### src/logic/csw_pkg.sv
package csw_pkg;

	// ****************************************************************
	// Word layout
	// ****************************************************************
	localparam int WORD_W        = 16;
	localparam int COUNT_W       = 24;
	localparam int NUM_CH        = 2;
	localparam int CH_BITS       = 4;
	localparam int STS_UPPER_BIT = 0;
	localparam int STS_LOWER_BIT = 1;
	localparam int STS_LIMIT_BIT = 2;
	localparam int STS_GATE_BIT  = 3;
	localparam int CMD_SGATE_BIT = 0;
	localparam int CMD_OEN_BIT   = 2;
	localparam int CMD_INDIS_BIT = 3;
	localparam logic [15:0] CMD_RESET  = 16'h0000;
	localparam logic [23:0] COUNT_ZERO = 24'h00_0000;
	localparam logic [23:0] COUNT_ONE  = 24'h00_0001;

	// ****************************************************************
	// Carriers
	// ****************************************************************
	typedef struct packed {
		logic gate;
		logic limit;
		logic pulse;
	} csw_pins_t;

	typedef struct packed {
		logic upper;
		logic lower;
	} csw_cmp_t;

endpackage : csw_pkg

### src/logic/csw_channel.sv
`timescale 1ns/1ps

module csw_channel #(
	parameter int COUNT_W = 24
) (
	input  wire logic               core_clk,
	input  wire logic               srst,
	input  csw_pkg::csw_pins_t      pins,
	input  wire logic               soft_gate,
	input  wire logic               input_disable,
	input  wire logic               out_enable,
	input  wire logic [COUNT_W-1:0] upper_value,
	input  wire logic [COUNT_W-1:0] lower_value,
	output logic      [3:0]         status,
	output csw_pkg::csw_cmp_t       cmp_out,
	output logic      [COUNT_W-1:0] count
);

	// ****************************************************************
	// Input synchronisers
	// ****************************************************************
	csw_pkg::csw_pins_t sync1_reg, sync2_reg, sync1_next, sync2_next;
	logic               pulse_d_reg, pulse_d_next;
	logic [COUNT_W-1:0] count_reg, count_next;
	logic [3:0]         status_reg, status_next;
	csw_pkg::csw_cmp_t  cmp_reg, cmp_next;
	logic               gate_on;
	logic               pulse_rise;

	always_comb begin
		sync1_next   = pins;
		sync2_next   = sync1_reg;
		pulse_d_next = sync2_reg.pulse;
		gate_on      = sync2_reg.gate & soft_gate;
		// Only the rising edge counts, so a long pulse is counted once.
		pulse_rise   = sync2_reg.pulse & ~pulse_d_reg;
		count_next   = count_reg;
		// Input-disable blocks pulses but leaves the gate running.
		if (gate_on && !input_disable && pulse_rise) begin
			count_next = count_reg + csw_pkg::COUNT_ONE;
		end
		status_next = '0;
		status_next[csw_pkg::STS_GATE_BIT]  = gate_on;
		status_next[csw_pkg::STS_LIMIT_BIT] = sync2_reg.limit;
		status_next[csw_pkg::STS_LOWER_BIT] = count_reg < lower_value;
		status_next[csw_pkg::STS_UPPER_BIT] = count_reg > upper_value;
		cmp_next.upper = out_enable & (count_reg > upper_value);
		cmp_next.lower = out_enable & (count_reg < lower_value);
	end

	always_ff @(posedge core_clk) begin
		if (srst) begin
			sync1_reg   <= '0;
			sync2_reg   <= '0;
			pulse_d_reg <= 1'b0;
			count_reg   <= csw_pkg::COUNT_ZERO;
			status_reg  <= '0;
			cmp_reg     <= '0;
		end else begin
			sync1_reg   <= sync1_next;
			sync2_reg   <= sync2_next;
			pulse_d_reg <= pulse_d_next;
			count_reg   <= count_next;
			status_reg  <= status_next;
			cmp_reg     <= cmp_next;
		end
	end

	assign status  = status_reg;
	assign cmp_out = cmp_reg;
	assign count   = count_reg;

	// ****************************************************************
	// Checks
	// ****************************************************************
	a_disabled_no_count: assert property (
		@(posedge core_clk) disable iff (srst)
		input_disable |=> count_reg == $past(count_reg))
		else $error("count moved while input disabled");
	a_outputs_off: assert property (
		@(posedge core_clk) disable iff (srst)
		!out_enable |=> !cmp_reg.upper && !cmp_reg.lower)
		else $error("compare output on while disabled");
	a_no_gate_hold: assert property (
		@(posedge core_clk) disable iff (srst)
		!soft_gate |=> count_reg == $past(count_reg))
		else $error("count moved with soft gate off");
	// The first edge after reset still shows the cleared status.
	a_upper_flag: assert property (
		@(posedge core_clk) disable iff (srst)
		$past(srst) || status_reg[csw_pkg::STS_UPPER_BIT] ==
		($past(count_reg) > $past(upper_value)))
		else $error("upper status wrong");
	a_lower_flag: assert property (
		@(posedge core_clk) disable iff (srst)
		$past(srst) || status_reg[csw_pkg::STS_LOWER_BIT] ==
		($past(count_reg) < $past(lower_value)))
		else $error("lower status wrong");
	a_limit_flag: assert property (
		@(posedge core_clk) disable iff (srst)
		pins.limit ##3 1 |->
		status_reg[csw_pkg::STS_LIMIT_BIT] || $past(srst, 3))
		else $error("limit status late");
	a_gate_flag: assert property (
		@(posedge core_clk) disable iff (srst)
		$past(srst) || status_reg[csw_pkg::STS_GATE_BIT] ==
		($past(sync2_reg.gate) && $past(soft_gate)))
		else $error("gate status wrong");
	a_upper_pin: assert property (
		@(posedge core_clk) disable iff (srst)
		cmp_reg.upper ==
		($past(out_enable) && status_reg[csw_pkg::STS_UPPER_BIT]))
		else $error("upper pin disagrees with upper status");
	a_lower_pin: assert property (
		@(posedge core_clk) disable iff (srst)
		cmp_reg.lower ==
		($past(out_enable) && status_reg[csw_pkg::STS_LOWER_BIT]))
		else $error("lower pin disagrees with lower status");
	a_count_step: assert property (
		@(posedge core_clk) disable iff (srst)
		$past(srst) || $stable(count_reg) ||
		count_reg == $past(count_reg) + csw_pkg::COUNT_ONE)
		else $error("count moved by other than one");

endmodule : csw_channel

### src/logic/csw_top.sv
`timescale 1ns/1ps

// Summary of operation
// - One 16-bit status word is read and one 16-bit command word written.
// - Status bits 3 and 7 show external gate and soft gate both on.
// - Status bits 2 and 6 follow the external limit input.
// - Status bits 1 and 5 show count below the lower compare value.
// - Status bits 0 and 4 show count above the upper compare value.
// - Status bits 15 to 8 have no meaning; here they read zero.
// - Command bits 3 and 7 block the count input of their channel.
// - Command bits 2 and 6 enable that channel's compare pins, else off.
// - Command bits 0 and 4 are soft gates; counting runs only while set.
// - Each channel has an upper and a lower compare pin of its own.
// - Upper pin on above the upper value, lower pin on below the lower.
// - Each counter is 24-bit unsigned binary.
module csw_top #(
	parameter int COUNT_W = csw_pkg::COUNT_W
) (
	input  wire logic                    core_clk,
	input  wire logic                    srst,
	input  wire logic [15:0]             command_output_word,
	input  wire logic                    command_write,
	output logic      [15:0]             status_input_word,
	input  csw_pkg::csw_pins_t [1:0]     ch_pins,
	input  wire logic [1:0][COUNT_W-1:0] upper_value,
	input  wire logic [1:0][COUNT_W-1:0] lower_value,
	output logic      [1:0][COUNT_W-1:0] count_value,
	output logic                         ch1_upper_compare_out,
	output logic                         ch1_lower_compare_out,
	output logic                         ch2_upper_compare_out,
	output logic                         ch2_lower_compare_out
);

	// ****************************************************************
	// Command word
	// ****************************************************************
	logic [15:0] cmd_reg, cmd_next;
	logic [1:0][3:0] ch_status;
	csw_pkg::csw_cmp_t [1:0] ch_cmp;

	always_comb begin
		cmd_next = cmd_reg;
		if (command_write) begin
			cmd_next = command_output_word;
		end
	end

	always_ff @(posedge core_clk) begin
		if (srst) begin
			cmd_reg <= csw_pkg::CMD_RESET;
		end else begin
			cmd_reg <= cmd_next;
		end
	end

	// ****************************************************************
	// Channels
	// ****************************************************************
	// Unused command bits are stored but never steer anything.
	for (genvar c = 0; c < csw_pkg::NUM_CH; c++) begin : g_ch
		csw_channel #(
			.COUNT_W (COUNT_W)
		) u_ch (
			.core_clk      (core_clk),
			.srst          (srst),
			.pins          (ch_pins[c]),
			.soft_gate     (cmd_reg[c*4 + csw_pkg::CMD_SGATE_BIT]),
			.input_disable (cmd_reg[c*4 + csw_pkg::CMD_INDIS_BIT]),
			.out_enable    (cmd_reg[c*4 + csw_pkg::CMD_OEN_BIT]),
			.upper_value   (upper_value[c]),
			.lower_value   (lower_value[c]),
			.status        (ch_status[c]),
			.cmp_out       (ch_cmp[c]),
			.count         (count_value[c])
		);
	end

	assign status_input_word = {8'h00, ch_status[1], ch_status[0]};
	assign ch1_upper_compare_out = ch_cmp[0].upper;
	assign ch1_lower_compare_out = ch_cmp[0].lower;
	assign ch2_upper_compare_out = ch_cmp[1].upper;
	assign ch2_lower_compare_out = ch_cmp[1].lower;

	a_cmd_store: assert property (
		@(posedge core_clk) disable iff (srst)
		command_write |=> cmd_reg == $past(command_output_word))
		else $error("command word not stored");
	a_high_zero: assert property (
		@(posedge core_clk) disable iff (srst)
		status_input_word[15:8] == 8'h00)
		else $error("status high byte not zero");

endmodule : csw_top

### config.mk
export PLATFORM = sky130hd
export DESIGN_NAME = csw_top
export DESIGN_NICKNAME = d
export VERILOG_FILES = /design/src/logic/csw_pkg.sv /design/src/logic/csw_channel.sv /design/src/logic/csw_top.sv
export SDC_FILE = /design/constraint.sdc
export NUM_CORES = 1
export LEC_CHECK = 0
export ABC_AREA = 1
export BUFFER_PORTS_ARGS = -buffer_cell sky130_fd_sc_hd__buf_2
export CAP_MARGIN = 25
export CORE_ASPECT_RATIO = 1.5
export CORE_MARGIN = 2
export CORE_UTILIZATION = 30
export DETAILED_ROUTE_END_ITERATION = 7
export MAX_ROUTING_LAYER = met4
export SETUP_SLACK_MARGIN = 0.3
export SKIP_LAST_GASP = 1
export SYNTH_ARGS = -nofsm -noshare
export SYNTH_HDL_FRONTEND = slang
export SYNTH_HIERARCHICAL = 1
export SYNTH_SLANG_ARGS = --single-unit
### constraint.sdc
create_clock -name core_clk -period 2.9 [get_ports core_clk]
set_clock_uncertainty 0.05 [all_clocks]
set_input_delay 0.58 -clock core_clk [delete_from_list [all_inputs] [get_ports core_clk]]
set_output_delay 0.58 -clock core_clk [all_outputs]
set_load 0.03 [all_outputs]
After elaboration in Yosys (flattened, before gate mapping) --
Index checks and enable logic that the tools add are counted.
Word-level totals: register bits after elaboration 82, output and inout port bits 68, word-level logic and storage cells 45, bits of input ports 121
Cells by class: add/sub/neg operators 2, bitwise operators 10, reduce and logical (&&, ||, !) cells 6, order comparisons 4
Operators by type and width (number):
- adder 24 x 1 -> 24 bit (second input constant) | 2
- greater-than comparator 24 bit | 2
- < comparator 24 bit | 2
- AND 1 bit | 8
- logical AND 1 bit | 4
- logical NOT 1 bit | 2
- inverter 1 bit | 2

Depth between registers and ports, before layout --
Gate-level depths: netlist (run 1).
word-level depth 3, mapped depth 13, gate-level depth less buffers 13

Cells and area by module --
Netlist (run 1), hierarchy kept.
Modules (own cells, without submodules):
- csw_channel | instances 2, seq. area each 740.7 um2, area an instance 2906.5 um2, cells an instance 442
- csw_top | instances 1, seq. area each 120.1 um2, area an instance 311.5 um2, cells an instance 47

Worst setup path before layout (run 1) --
No wires, ideal clock.
kind reg2reg, start point register g_ch[0].u_ch.count_reg[1], end point register g_ch[0].u_ch.count_reg[18], stages on the path, launching flop included 9, path buffers 0, setup slack 1.226 ns, arrival time 1.511 ns, data required time 2.737 ns, library setup time 0.113 ns, period minus slack after synthesis 1.674 ns, path through dfxtp_1 ha_1 inv_1 nor2_4 nand3_2 nor2_4 nand2_1 nor2_1 nor2_1
Between the ends: longest elaborated chain between the ends 1
RTL lines:
- start, declared | line csw_channel.sv:24 | logic [COUNT_W-1:0] count_reg, count_next;
- start signal, assigned | line csw_channel.sv:56 | count_reg <= csw_pkg::COUNT_ZERO;
- start signal, assigned | line csw_channel.sv:63 | count_reg <= count_next;
- adder 24 x 1 -> 24 bit | line csw_channel.sv:40 | count_next = count_reg + csw_pkg::COUNT_ONE;
No other way between the ends. A chain may end at the register's enable or synchronous reset.

Worst setup path in the final report (run 1) --
start point register g_ch[1].u_ch.count_reg[11], end point output port count_value[35] (netlist bit)
RTL lines:
- start, declared | line csw_channel.sv:24
- start signal, assigned | line csw_channel.sv:56
- start signal, assigned | line csw_channel.sv:63
- end, declared | line csw_top.sv:27 | output logic [1:0][COUNT_W-1:0] count_value,
No word-level cell between the ends.

==> results of run 1 <==
## logic make-up after synthesis
| family | Yosys count |
|---|---|
| AO/OA/AOI/OAI | 90 |
| AND/OR/NAND/NOR | 432 |
| other | 1 |
| adder cells (fa/ha/maj) | 96 |
| buffers and inverters | 230 |
| flip-flops | 80 |
| XOR/XNOR | 2 |
## final cells by class
type | instances | area share [%]
Clock buffer | 10 | 3.05
Timing Repair Buffer | 172 | 11.5
Inverter | 211 | 10.6
Multi-Input combinational cell | 628 | 48.4
Sequential cell | 80 | 21.4
Tap cell | 264 | 4.40
Clock inverter | 4 | 0.634
Antenna cell | 1 | 0.0334
## layer usage
metal / GRT usage [%] / wire length, microns
met2: 30.0 / 8500
met3: 2.86 / 765
met1: 15.0 / 6420
met5: - / 0
met4: 4.70 / 185
## stage by stage
| step | util, % | cell area [sq um] | hold WS [ns] |
|---|---|---|---|
| 2_1_floorplan | - | 6150 | 0.338 |
| 3_3_place_gp | 35.8 | 7220 | 0.339 |
| 3_5_place_dp | 35.8 | 7220 | 0.343 |
| 4_1_cts | 37.2 | 7500 | 0.348 |
| 5_1_grt | 37.2 | 7500 | 0.367 |
| 6_report | 37.2 | 7500 | 0.349 |
## how the worst max path moves through the flow
stage | end | cells after the start | from
after detailed placement | g_ch[1].u_ch/cmp_out[1]$_SDFF_PP0_ | 11 | upper_value[47]
after global placement | g_ch[1].u_ch/cmp_out[1]$_SDFF_PP0_ | 11 | upper_value[47]
after CTS | count_value[36] | 1 | g_ch[1].u_ch/count[12]$_SDFFE_PP0P_
after global routing | g_ch[1].u_ch/cmp_out[1]$_SDFF_PP0_ | 9 | g_ch[1].u_ch/count[21]$_SDFFE_PP0P_
final | count_value[35] | 1 | g_ch[1].u_ch/count[11]$_SDFFE_PP0P_
after floorplan | g_ch[0].u_ch/count[18]$_SDFFE_PP0P_ | 8 | g_ch[0].u_ch/count[1]$_SDFFE_PP0P_
## report_power, final
part	switching [mW]	internal [mW]	total (mW)
Sequential	0.00634	1.12	1.12
Combinational	0.157	0.117	0.274
Clock	0.453	0.655	1.11
## cell usage in the layout (no fill, tap or decap), drive strengths merged
| cell type | synthesis | layout |
|---|---|---|
| a21o | 4 | 4 |
| a21oi | 56 | 56 |
| buf | 13 | 172 |
| bufinv | 0 | 1 |
| clkbuf | 6 | 10 |
| clkinv | 0 | 2 |
| clkinvlp | 0 | 1 |
| conb | 1 | 8 |
| dfxtp | 80 | 80 |
| diode | 0 | 1 |
| ha | 96 | 96 |
| inv | 211 | 211 |
| nand2 | 206 | 206 |
| nand3 | 42 | 42 |
| nand3b | 2 | 2 |
| nand4 | 20 | 20 |
| nor2 | 140 | 140 |
| nor3 | 20 | 20 |
| nor4 | 2 | 2 |
| o21a | 4 | 4 |
| o21ai | 22 | 22 |
| o21bai | 4 | 4 |
| xor2 | 2 | 2 |
==> summary.txt, run 1 <==
Outcome
  • Result of the run: finished, final reports clean

STA
  • Min Clock Period, post-route: 1.76 ns
  • Sum of negative setup slack: 0 ns
  • Period Utilization, post-route: 60.8%
  • Upper clock frequency limit: 0.567 GHz
  • Least-Margin Pin Slew: 0.710 ns
  • Max-Slew Margin vs Limit: 52.6%
  • Setup violation total in the final timing report: 0
  • Smallest setup slack after layout: 1.14 ns
  • Number of failing hold endpoints at the final stage: 0
  • Count of pins over their slew limit: 0
  • RSZ-0062 raised after global routing: no

Setup path
  • Critical R2R Launch: g_ch[0].u_ch/count[1]$_SDFFE_PP0P_
  • Critical Path End Type: output port
  • Setup crit start kind: flip-flop
  • Arrival time worst endpoint: 1.13 ns
  • Cells along the critical path: buf_2
  • Buffers and inverters on the worst path: 1
  • Required time at the worst-slack endpoint: 2.27 ns
  • Depth of the most critical reg-to-reg path: 9
  • Critical Path Slowest Stage Cell: sky130_fd_sc_hd__dfxtp_1
  • Terminus of the critical flop-to-flop path: g_ch[0].u_ch/count[18]$_SDFFE_PP0P_
  • Cell class contributing the biggest share of worst-path delay: flip-flops
  • Peak per-stage delay on the critical path: 0.52 ns
  • Largest fanout on the critical path: 8
  • Kind of critical path: reg -> out
  • Slack of the worst reg-to-reg path: 1.17 ns

Logic synthesis
  • Biggest area contributors in the synthesized netlist: sky130_fd_sc_hd__dfxtp_1, sky130_fd_sc_hd__ha_1, sky130_fd_sc_hd__inv_1, sky130_fd_sc_hd__nand2_1, sky130_fd_sc_hd__nor2_1
  • Share of the synthesized area in the top cell type: 26.1%
  • Post-synth top flop: sky130_fd_sc_hd__dfxtp_1
  • Post-synthesis async set-or-reset flop share: 0%
  • Fraction of synthesized area in multiplexers: 0%
  • Cells after synthesis: 931
  • Post-synthesis instance area: 0.00612 sq mm
  • Number of flops mapped to enable cells by yosys: 0
  • Fraction of synthesized cell area in xor and xnor cells: 0.286%
  • Simple-gate portion of the synthesized area: 31.1%
  • Count of cell types in the netlist: 25
  • Sequential fraction of the synthesis area: 26.1%
  • Synth Area in Compound Gates: 7.84%
  • Adder and majority cell fraction of the synthesized area: 19.6%
  • Most common cell in the synthesized netlist: sky130_fd_sc_hd__inv_1
  • Synth warn: 6
  • Most area-hungry cell type in the Yosys netlist: sky130_fd_sc_hd__dfxtp_1
  • Post-Synthesis Mean Instance Area: 6.58 sq um
  • Main combinational cell family by area after synthesis: simple AND/OR/NAND/NOR gates
  • #FFs+latches synth: 80
  • Leading cell types by count after synthesis: sky130_fd_sc_hd__inv_1, sky130_fd_sc_hd__nand2_1, sky130_fd_sc_hd__nor2_1, sky130_fd_sc_hd__ha_1, sky130_fd_sc_hd__dfxtp_1

Worst hold path
  • End of the worst hold path: g_ch[0].u_ch/status_next[2]$_SDFF_PP0_
  • Kind of path behind the tightest hold check: reg -> reg
  • Startpoint of the worst hold path: g_ch[0].u_ch/sync1_reg[1]$_SDFF_PP0_
  • Count of cells along the worst hold path: 2

Route
  • Drt via density: 4.37
  • Final antenna-violating net count: 0
  • Detailed router's first-iteration violation count: 173
  • Drt wl/cell: 11.6 microns
  • Total number of vias: 5990
  • DRC violations left: 0
  • TritonRoute pass-1 iters: 4
  • Total routed wirelength: 15900 microns

CTS
  • Root Driver: sky130_fd_sc_hd__clkbuf_16
  • Cts bufs inserted: 9
  • Clock latency at the later pin of the worst-skew pair: 0.34 ns
  • Hold-fix buffers at CTS: 0
  • Number of buffers inserted by post-CTS setup repair: 0
  • Total number of clock tree sinks: 80
  • Number of H-tree branching levels: 3
  • Worst-case clock buffer depth: 2
  • TritonCTS clock tree: yes
  • Post-cts repair resize count: 0
  • Clock transition at the register clock pins on the worst setup and hold paths after CTS: 0.07 ns

Global route
  • Vias in the first global route: 5626
  • Number of antenna violations at the first check in global routing: 1
  • Largest net degree at the start of global routing: 21
  • Leftover overflow at the end of global routing: 0
  • Global-route usage over all layers: 15.3%
  • First-pass GRT wire length: 25500 microns

Floorplan
  • Core Region: 0.0202 sq mm
  • Die boundary width: 121 microns
  • Initial core utilization: 30.4%
  • Height of the die: 179 microns
  • Die area: 0.0216 sq mm
  • Standard-cell row count: 64
  • Number of primary I/O pins: 189

Final layout
  • Total area of multi-input combinational cells: 0.00363 sq mm
  • Fill count: 2237
  • Number of non-filler instances in the completed layout: 1370
  • Flip-flop count of the largest register, all copies and words added: 48
  • Storage cell area: 0.00160 sq mm
  • Share of post-route cells with drive strength above 1: 19.5%
  • Layout Nets: 1319
  • Area overhead of the layout relative to synthesis: 22.5%

Pwr
  • Power Total: 2.51 mW
  • P_leak: 4.27 nW
  • IR drop worst, VDD: 0.237 mV
  • Power Density: 334 mW/mm^2

Placed design
  • Total instance count after detailed placement: 1355
  • HPWL reported at the end of detailed placement: 13100 microns
  • Pre-CTS WS: 0.836 ns
  • Port Buf Inserts: 170
  • Final GP Congestion: 0.821

Job
  • Total of max-cap violations: 0
Power figures use the tool's default switching activity.
==> run 2, diff against run 1 <==
Clock period 2.9 ns to 1.7 ns, I/O delays scaled along.
==> run 2 against run 1 <==
  * Critical path depth rose by 8
  * Clock power rose by 68%
  * Combinational power rose by 110%
  * Die area did not move
  * Non-clock buffer count rose by 68
  * Highest routed layer unchanged
  * Power rose by 72%
  * Clock-buffer cell count rose by 2
  * Critical path type is now reg -> reg
  * Core utilization rose by 8.8 points
  * Register-to-register slack got worse by 1.0 ns
  * Sequential share of layout area fell by 2.6 points
  * Design area rose by 24%
  * Via count rose by 7.9%
==> summary.txt, run 2 (synthesized netlist as in run 1, its figures left out) <==
Outcome
  • Result of the run: finished, final reports clean

Setup path
  • Largest fanout on the critical path: 4
  • Cells along the critical path: ha_4 -> nand2_4 -> nor2_4 -> nand4_1 -> nor2_4 -> nand2_2 -> nand3_2 -> nand2_2 -> nor2_1
  • Peak per-stage delay on the critical path: 0.37 ns
  • Critical Path Slowest Stage Cell: sky130_fd_sc_hd__dfxtp_4
  • Critical Path End Type: flip-flop
  • Kind of critical path: reg -> reg
  • Arrival time worst endpoint: 1.78 ns
  • Setup crit start kind: flip-flop
  • Required time at the worst-slack endpoint: 1.93 ns

Pwr
  • Clock share of power: 43.1%
  • Internal power summed over all cells: 3.19 mW
  • IR drop worst, VDD: 0.330 mV
  • Part of the total power dissipated in sequential elements: 43.4%
  • Switching fraction of total power: 26.0%
  • Power Total: 4.31 mW
  • Combinational power share: 13.5%
  • P_sw: 1.12 mW
  • P_leak: 4.78 nW
  • Power Density: 465 mW/mm^2

STA
  • Number of failing hold endpoints at the final stage: 0
  • Smallest setup slack after layout: 0.149 ns
  • Setup violation total in the final timing report: 0
  • Upper clock frequency limit: 0.645 GHz
  • RSZ-0062 raised after global routing: yes
  • Final-layout worst hold slack: 0.154 ns
  • Min Clock Period, post-route: 1.55 ns
  • Period Utilization, post-route: 91.2%
  • Count of pins over their slew limit: 0

Final layout
  • Share of post-route cells with drive strength above 1: 40.3%
  • Commonest cells after routing, fill and taps aside: sky130_fd_sc_hd__inv_1, sky130_fd_sc_hd__nand2_1, sky130_fd_sc_hd__buf_2, sky130_fd_sc_hd__nor2_1, sky130_fd_sc_hd__ha_1
  • Fill count: 2057
  • Area overhead of the layout relative to synthesis: 51.5%
  • Layout Nets: 1387
  • Commonest non-fill, non-tap cell in the layout: sky130_fd_sc_hd__inv_1
  • Total area of multi-input combinational cells: 0.00456 sq mm
  • Antenna diode count: 0
  • Flip-flop count of the largest register, all copies and words added: 48
  • Storage cell area: 0.00174 sq mm

Route
  • Final antenna-violating net count: 0
  • Routed wl met2: 9480 microns
  • Top layer used by detailed routing: met4
  • DRC violations left: 0
  • Drt via density: 4.49
  • Drt wl/cell: 12.4 microns
  • Amount of wire on met3 after detailed routing: 782 microns
  • Total routed wirelength: 17900 microns
  • Total number of vias: 6465
  • TritonRoute pass-1 iters: 5
  • Detailed router's first-iteration violation count: 211
  • Met1 layer wirelength in the final routing: 6910 microns

Placed design
  • Port Buf Inserts: 170
  • Final GP Congestion: 0.861
  • HPWL reported at the end of detailed placement: 13700 microns
  • Pre-CTS WS: -0.0376 ns

Job
  • Total of max-cap violations: 0

CTS
  • Number of H-tree branching levels: 3
  • Worst-case clock buffer depth: 2
  • Hold-fix buffers at CTS: 0
  • Clock latency at the later pin of the worst-skew pair: 0.33 ns
  • Total number of clock tree sinks: 80
  • TritonCTS clock tree: yes
  • Clock transition at the register clock pins on the worst setup and hold paths after CTS: 0.06 ns
  • Root Driver: sky130_fd_sc_hd__clkbuf_16
  • Cts bufs inserted: 9

Floorplan
  • Core Region: 0.0202 sq mm
  • Number of primary I/O pins: 189
  • Standard-cell row count: 64
  • Die boundary width: 121 microns
  • Die area: 0.0216 sq mm
  • Height of the die: 179 microns
  • Initial core utilization: 30.4%

Global route
  • First-pass GRT wire length: 28300 microns
  • Global-route usage over all layers: 16.8%
  • Number of antenna violations at the first check in global routing: 0
  • Leftover overflow at the end of global routing: 0
  • Largest net degree at the start of global routing: 21
  • Vias in the first global route: 6204

Worst hold path
  • Kind of path behind the tightest hold check: in -> reg
[run 2: metal layers]
metal	up-vias	global-route usage [%]
met3	38	2.80
met5	-	-
li1	3360	-
met2	164	31.0
met1	2903	17.0
met4	0	8.82
[run 2: critical path: cells and delay by family (launching register included)]
kind          cells  cell delay (ns)
fa+ha+maj         1             0.28
simple gates      8             0.79
flops             1             0.37
[run 2: final cells by class]
| cell class | count | share of cell area [%] |
|---|---|---|
| inverter | 211 | 8.62 |
| multi-input combinational | 628 | 49.2 |
| clock buffer | 12 | 2.78 |
| sequential | 80 | 18.8 |
| timing repair buffer | 240 | 16.8 |
| tap | 264 | 3.56 |
| clock inverter | 4 | 0.297 |
[run 2: power groups by stage]
stage / Combinational, mW / Clock [mW] / Sequential (mW)
after floorplan: 0.284 / 0 / 1.96
after global placement: 0.476 / 0 / 1.95
after detailed placement: 0.487 / 0 / 1.95
after CTS: 0.541 / 1.95 / 1.88
after global routing: 0.664 / 2.02 / 1.87
final: 0.581 / 1.86 / 1.87
[run 2: worst paths after layout]
kind,slack (ns),end,start,depth (start not counted)
setup reg to reg,0.15,g_ch[0].u_ch/cmp_out[1]$_SDFF_PP0_,g_ch[0].u_ch/count[15]$_SDFFE_PP0P_,9
setup / recovery,0.15,g_ch[0].u_ch/cmp_out[1]$_SDFF_PP0_,g_ch[0].u_ch/count[15]$_SDFFE_PP0P_,9
hold / removal,0.15,g_ch[1].u_ch/sync1_reg[1]$_SDFF_PP0_,ch_pins[4],3
hold reg to reg,0.35,g_ch[0].u_ch/pulse_d_next$_SDFF_PP0_,g_ch[0].u_ch/sync1_reg[0]$_SDFF_PP0_,2
[run 2: metrics by stage]
stage                TNS, ns  util, %  instances  instance area, sq um
floorplan                  0        -        938                  6250
global placement    -0.00733     37.2       1381                  7510
detailed placement   -0.0495     37.2       1381                  7510
CTS                        0     42.6       1423                  8600
global route               0     46.0       1439                  9280
finish                     0     46.0       1439                  9280
[run 2: repair_timing]
item | CTS | global route
resized for setup | 128 | 132
setup buffers | 26 | 16
pin swaps | 58 | 68
endpoints found under the setup margin | 57 | 64
==> run 3, diff against run 2 <==
Settings changed: CORE_UTILIZATION 30 to 53, PLACE_DENSITY set to 0.82.
==> run 3 against run 2 <==
  * Flip-flop and latch count stayed put
  * Final cell count is 9.5% lower
  * Wire length is 13% higher
  * Power increased by 3.7%
  * Via count increased by 7.7%
  * Register-to-register slack lost 0.05 ns
  * Largest power group is now clock
==> summary.txt, run 3 (synthesized netlist as in run 1, its figures left out) <==
STA
  • Least-Margin Pin Slew: 0.642 ns
  • RSZ-0062 raised after global routing: yes
  • Max-Slew Margin vs Limit: 56.8%
  • Setup violation total in the final timing report: 0
  • Sum of negative setup slack: 0 ns
  • Number of failing hold endpoints at the final stage: 0
  • Count of pins over their slew limit: 0
  • Min Clock Period, post-route: 1.60 ns
  • Upper clock frequency limit: 0.626 GHz
  • Period Utilization, post-route: 93.9%

Outcome
  • Result of the run: finished, final reports clean

Route
  • Drt via density: 5.34
  • Total number of vias: 6962
  • Drt wl/cell: 15.5 microns
  • DRC violations left: 0
  • Final antenna-violating net count: 0
  • Total routed wirelength: 20200 microns
  • Detailed router's first-iteration violation count: 339
  • TritonRoute pass-1 iters: 5

Floorplan
  • Initial core utilization: 53.7%
  • Standard-cell row count: 48
  • Number of primary I/O pins: 189
  • Core Region: 0.0114 sq mm
  • Die area: 0.0124 sq mm
  • Die boundary width: 91.8 microns
  • Height of the die: 136 microns

Final layout
  • Antenna diode count: 0
  • Layout Nets: 1365
  • Commonest cells after routing, fill and taps aside: sky130_fd_sc_hd__inv_1, sky130_fd_sc_hd__buf_2, sky130_fd_sc_hd__nand2_1, sky130_fd_sc_hd__nor2_1, sky130_fd_sc_hd__ha_4
  • Commonest non-fill, non-tap cell in the layout: sky130_fd_sc_hd__inv_1
  • Final design utilization: 80.8%
  • Number of non-filler instances in the completed layout: 1303
  • Share of post-route cells with drive strength above 1: 42.0%
  • Fin area: 0.00922 sq mm
  • Area overhead of the layout relative to synthesis: 50.6%
  • Flip-flop count of the largest register, all copies and words added: 48

CTS
  • TritonCTS clock tree: yes
  • Number of H-tree branching levels: 3
  • Cts bufs inserted: 9
  • Worst-case clock buffer depth: 2
  • Total number of clock tree sinks: 80
  • Clock transition at the register clock pins on the worst setup and hold paths after CTS: 0.06 ns
  • Hold-fix buffers at CTS: 0
  • Clock latency at the later pin of the worst-skew pair: 0.33 ns
  • Root Driver: sky130_fd_sc_hd__clkbuf_16

Pwr
  • IR drop worst, VDD: 0.509 mV
  • P_leak: 4.71 nW
  • Power Density: 485 mW/mm^2

Job
  • Total of max-cap violations: 0

Placed design
  • HPWL reported at the end of detailed placement: 11500 microns
  • Port Buf Inserts: 170
  • Final GP Congestion: 0.857
  • Total instance count after detailed placement: 1246
  • Placed inst area: 0.00721 sq mm

Setup path
  • Kind of critical path: reg -> reg
  • Largest fanout on the critical path: 4
  • Required time at the worst-slack endpoint: 1.87 ns
  • Critical Path End Type: flip-flop
  • Cells along the critical path: ha_4 -> a21oi_1 -> o21ai_1 -> a21oi_2 -> nand3_1 -> nand2_1 -> nor2_1
  • Peak per-stage delay on the critical path: 0.37 ns
  • Setup crit start kind: flip-flop
  • Critical Path Slowest Stage Cell: sky130_fd_sc_hd__dfxtp_4
  • Arrival time worst endpoint: 1.77 ns
  • Depth of the most critical reg-to-reg path: 7

Global route
  • Number of antenna violations at the first check in global routing: 0
  • Global-route usage over all layers: 26.4%
  • Leftover overflow at the end of global routing: 0
  • Largest net degree at the start of global routing: 21
  • Vias in the first global route: 6106
  • First-pass GRT wire length: 26000 microns

Worst hold path
  • Kind of path behind the tightest hold check: in -> reg
  • Count of cells along the worst hold path: 3
==> run 3: cell types whose count changed in the layout (fill, tap and decap cells not counted), sizes merged <==
cell    previous run  this run
buf              238       218
clkinv             4         2
bufinv             0         1
clkbuf            14        13
==> run 3: layout make-up <==
type | instances | area, sq um
clock buffer | 13 | 260
tap | 150 | 188
multi-input combinational | 628 | 4910
inverter | 211 | 797
sequential | 80 | 1760
clock inverter | 3 | 40.0
timing repair buffer | 218 | 1260
fill | 657 | 2190
==> run 3: metal layers <==
metal,GRT usage [%],part of all wire (%),vias up
li1,-,-,3324
met1,25.8,34,3213
met2,50.7,55,332
met3,3.56,5.3,93
met4,12.8,5.6,0
met5,-,0,-
==> run 3: power by group <==
part | leakage (nW) | switching, mW | internal (mW) | total, mW
Clock | 0.150 | 0.744 | 1.21 | 1.96
Combinational | 3.87 | 0.374 | 0.284 | 0.658
Sequential | 0.687 | 0.0112 | 1.84 | 1.86
==> run 3: what timing repair did <==
item,in CTS,in global routing
pin swaps,50,103
setup buffers,25,16
resized for setup,97,170
endpoints found under the setup margin,32,52
==> run 3: critical path: cells and delay by family, from the launching register on <==
| kind | cells | cell delay, ns |
|---|---|---|
| AO/OA/AOI/OAI | 3 | 0.52 |
| adder cells (fa/ha/maj) | 1 | 0.23 |
| flip-flops | 1 | 0.37 |
| AND/OR/NAND/NOR | 3 | 0.30 |
==> run 3: metrics by stage <==
stage	total power, mW	hold slack, ns	setup slack (ns)
after global routing	4.66	0.170	0.0200
after CTS	4.39	0.159	0.191
after global placement	2.40	0.339	0.0475
final	4.47	0.165	0.103
after detailed placement	2.42	0.345	0.00620
after floorplan	2.24	0.338	0.260
==> run 3: path summary, 6_finish.rpt <==
check / from / end / slack, ns
hold / removal: ch_pins[4] / g_ch[1].u_ch/sync1_reg[1]$_SDFF_PP0_ / 0.17
setup reg to reg: g_ch[0].u_ch/count[23]$_SDFFE_PP0P_ / g_ch[0].u_ch/cmp_out[1]$_SDFF_PP0_ / 0.10
setup / recovery: g_ch[0].u_ch/count[23]$_SDFFE_PP0P_ / g_ch[0].u_ch/cmp_out[1]$_SDFF_PP0_ / 0.10
hold reg to reg: g_ch[1].u_ch/sync1_reg[2]$_SDFF_PP0_ / g_ch[1].u_ch/sync2_reg[2]$_SDFF_PP0_ / 0.35
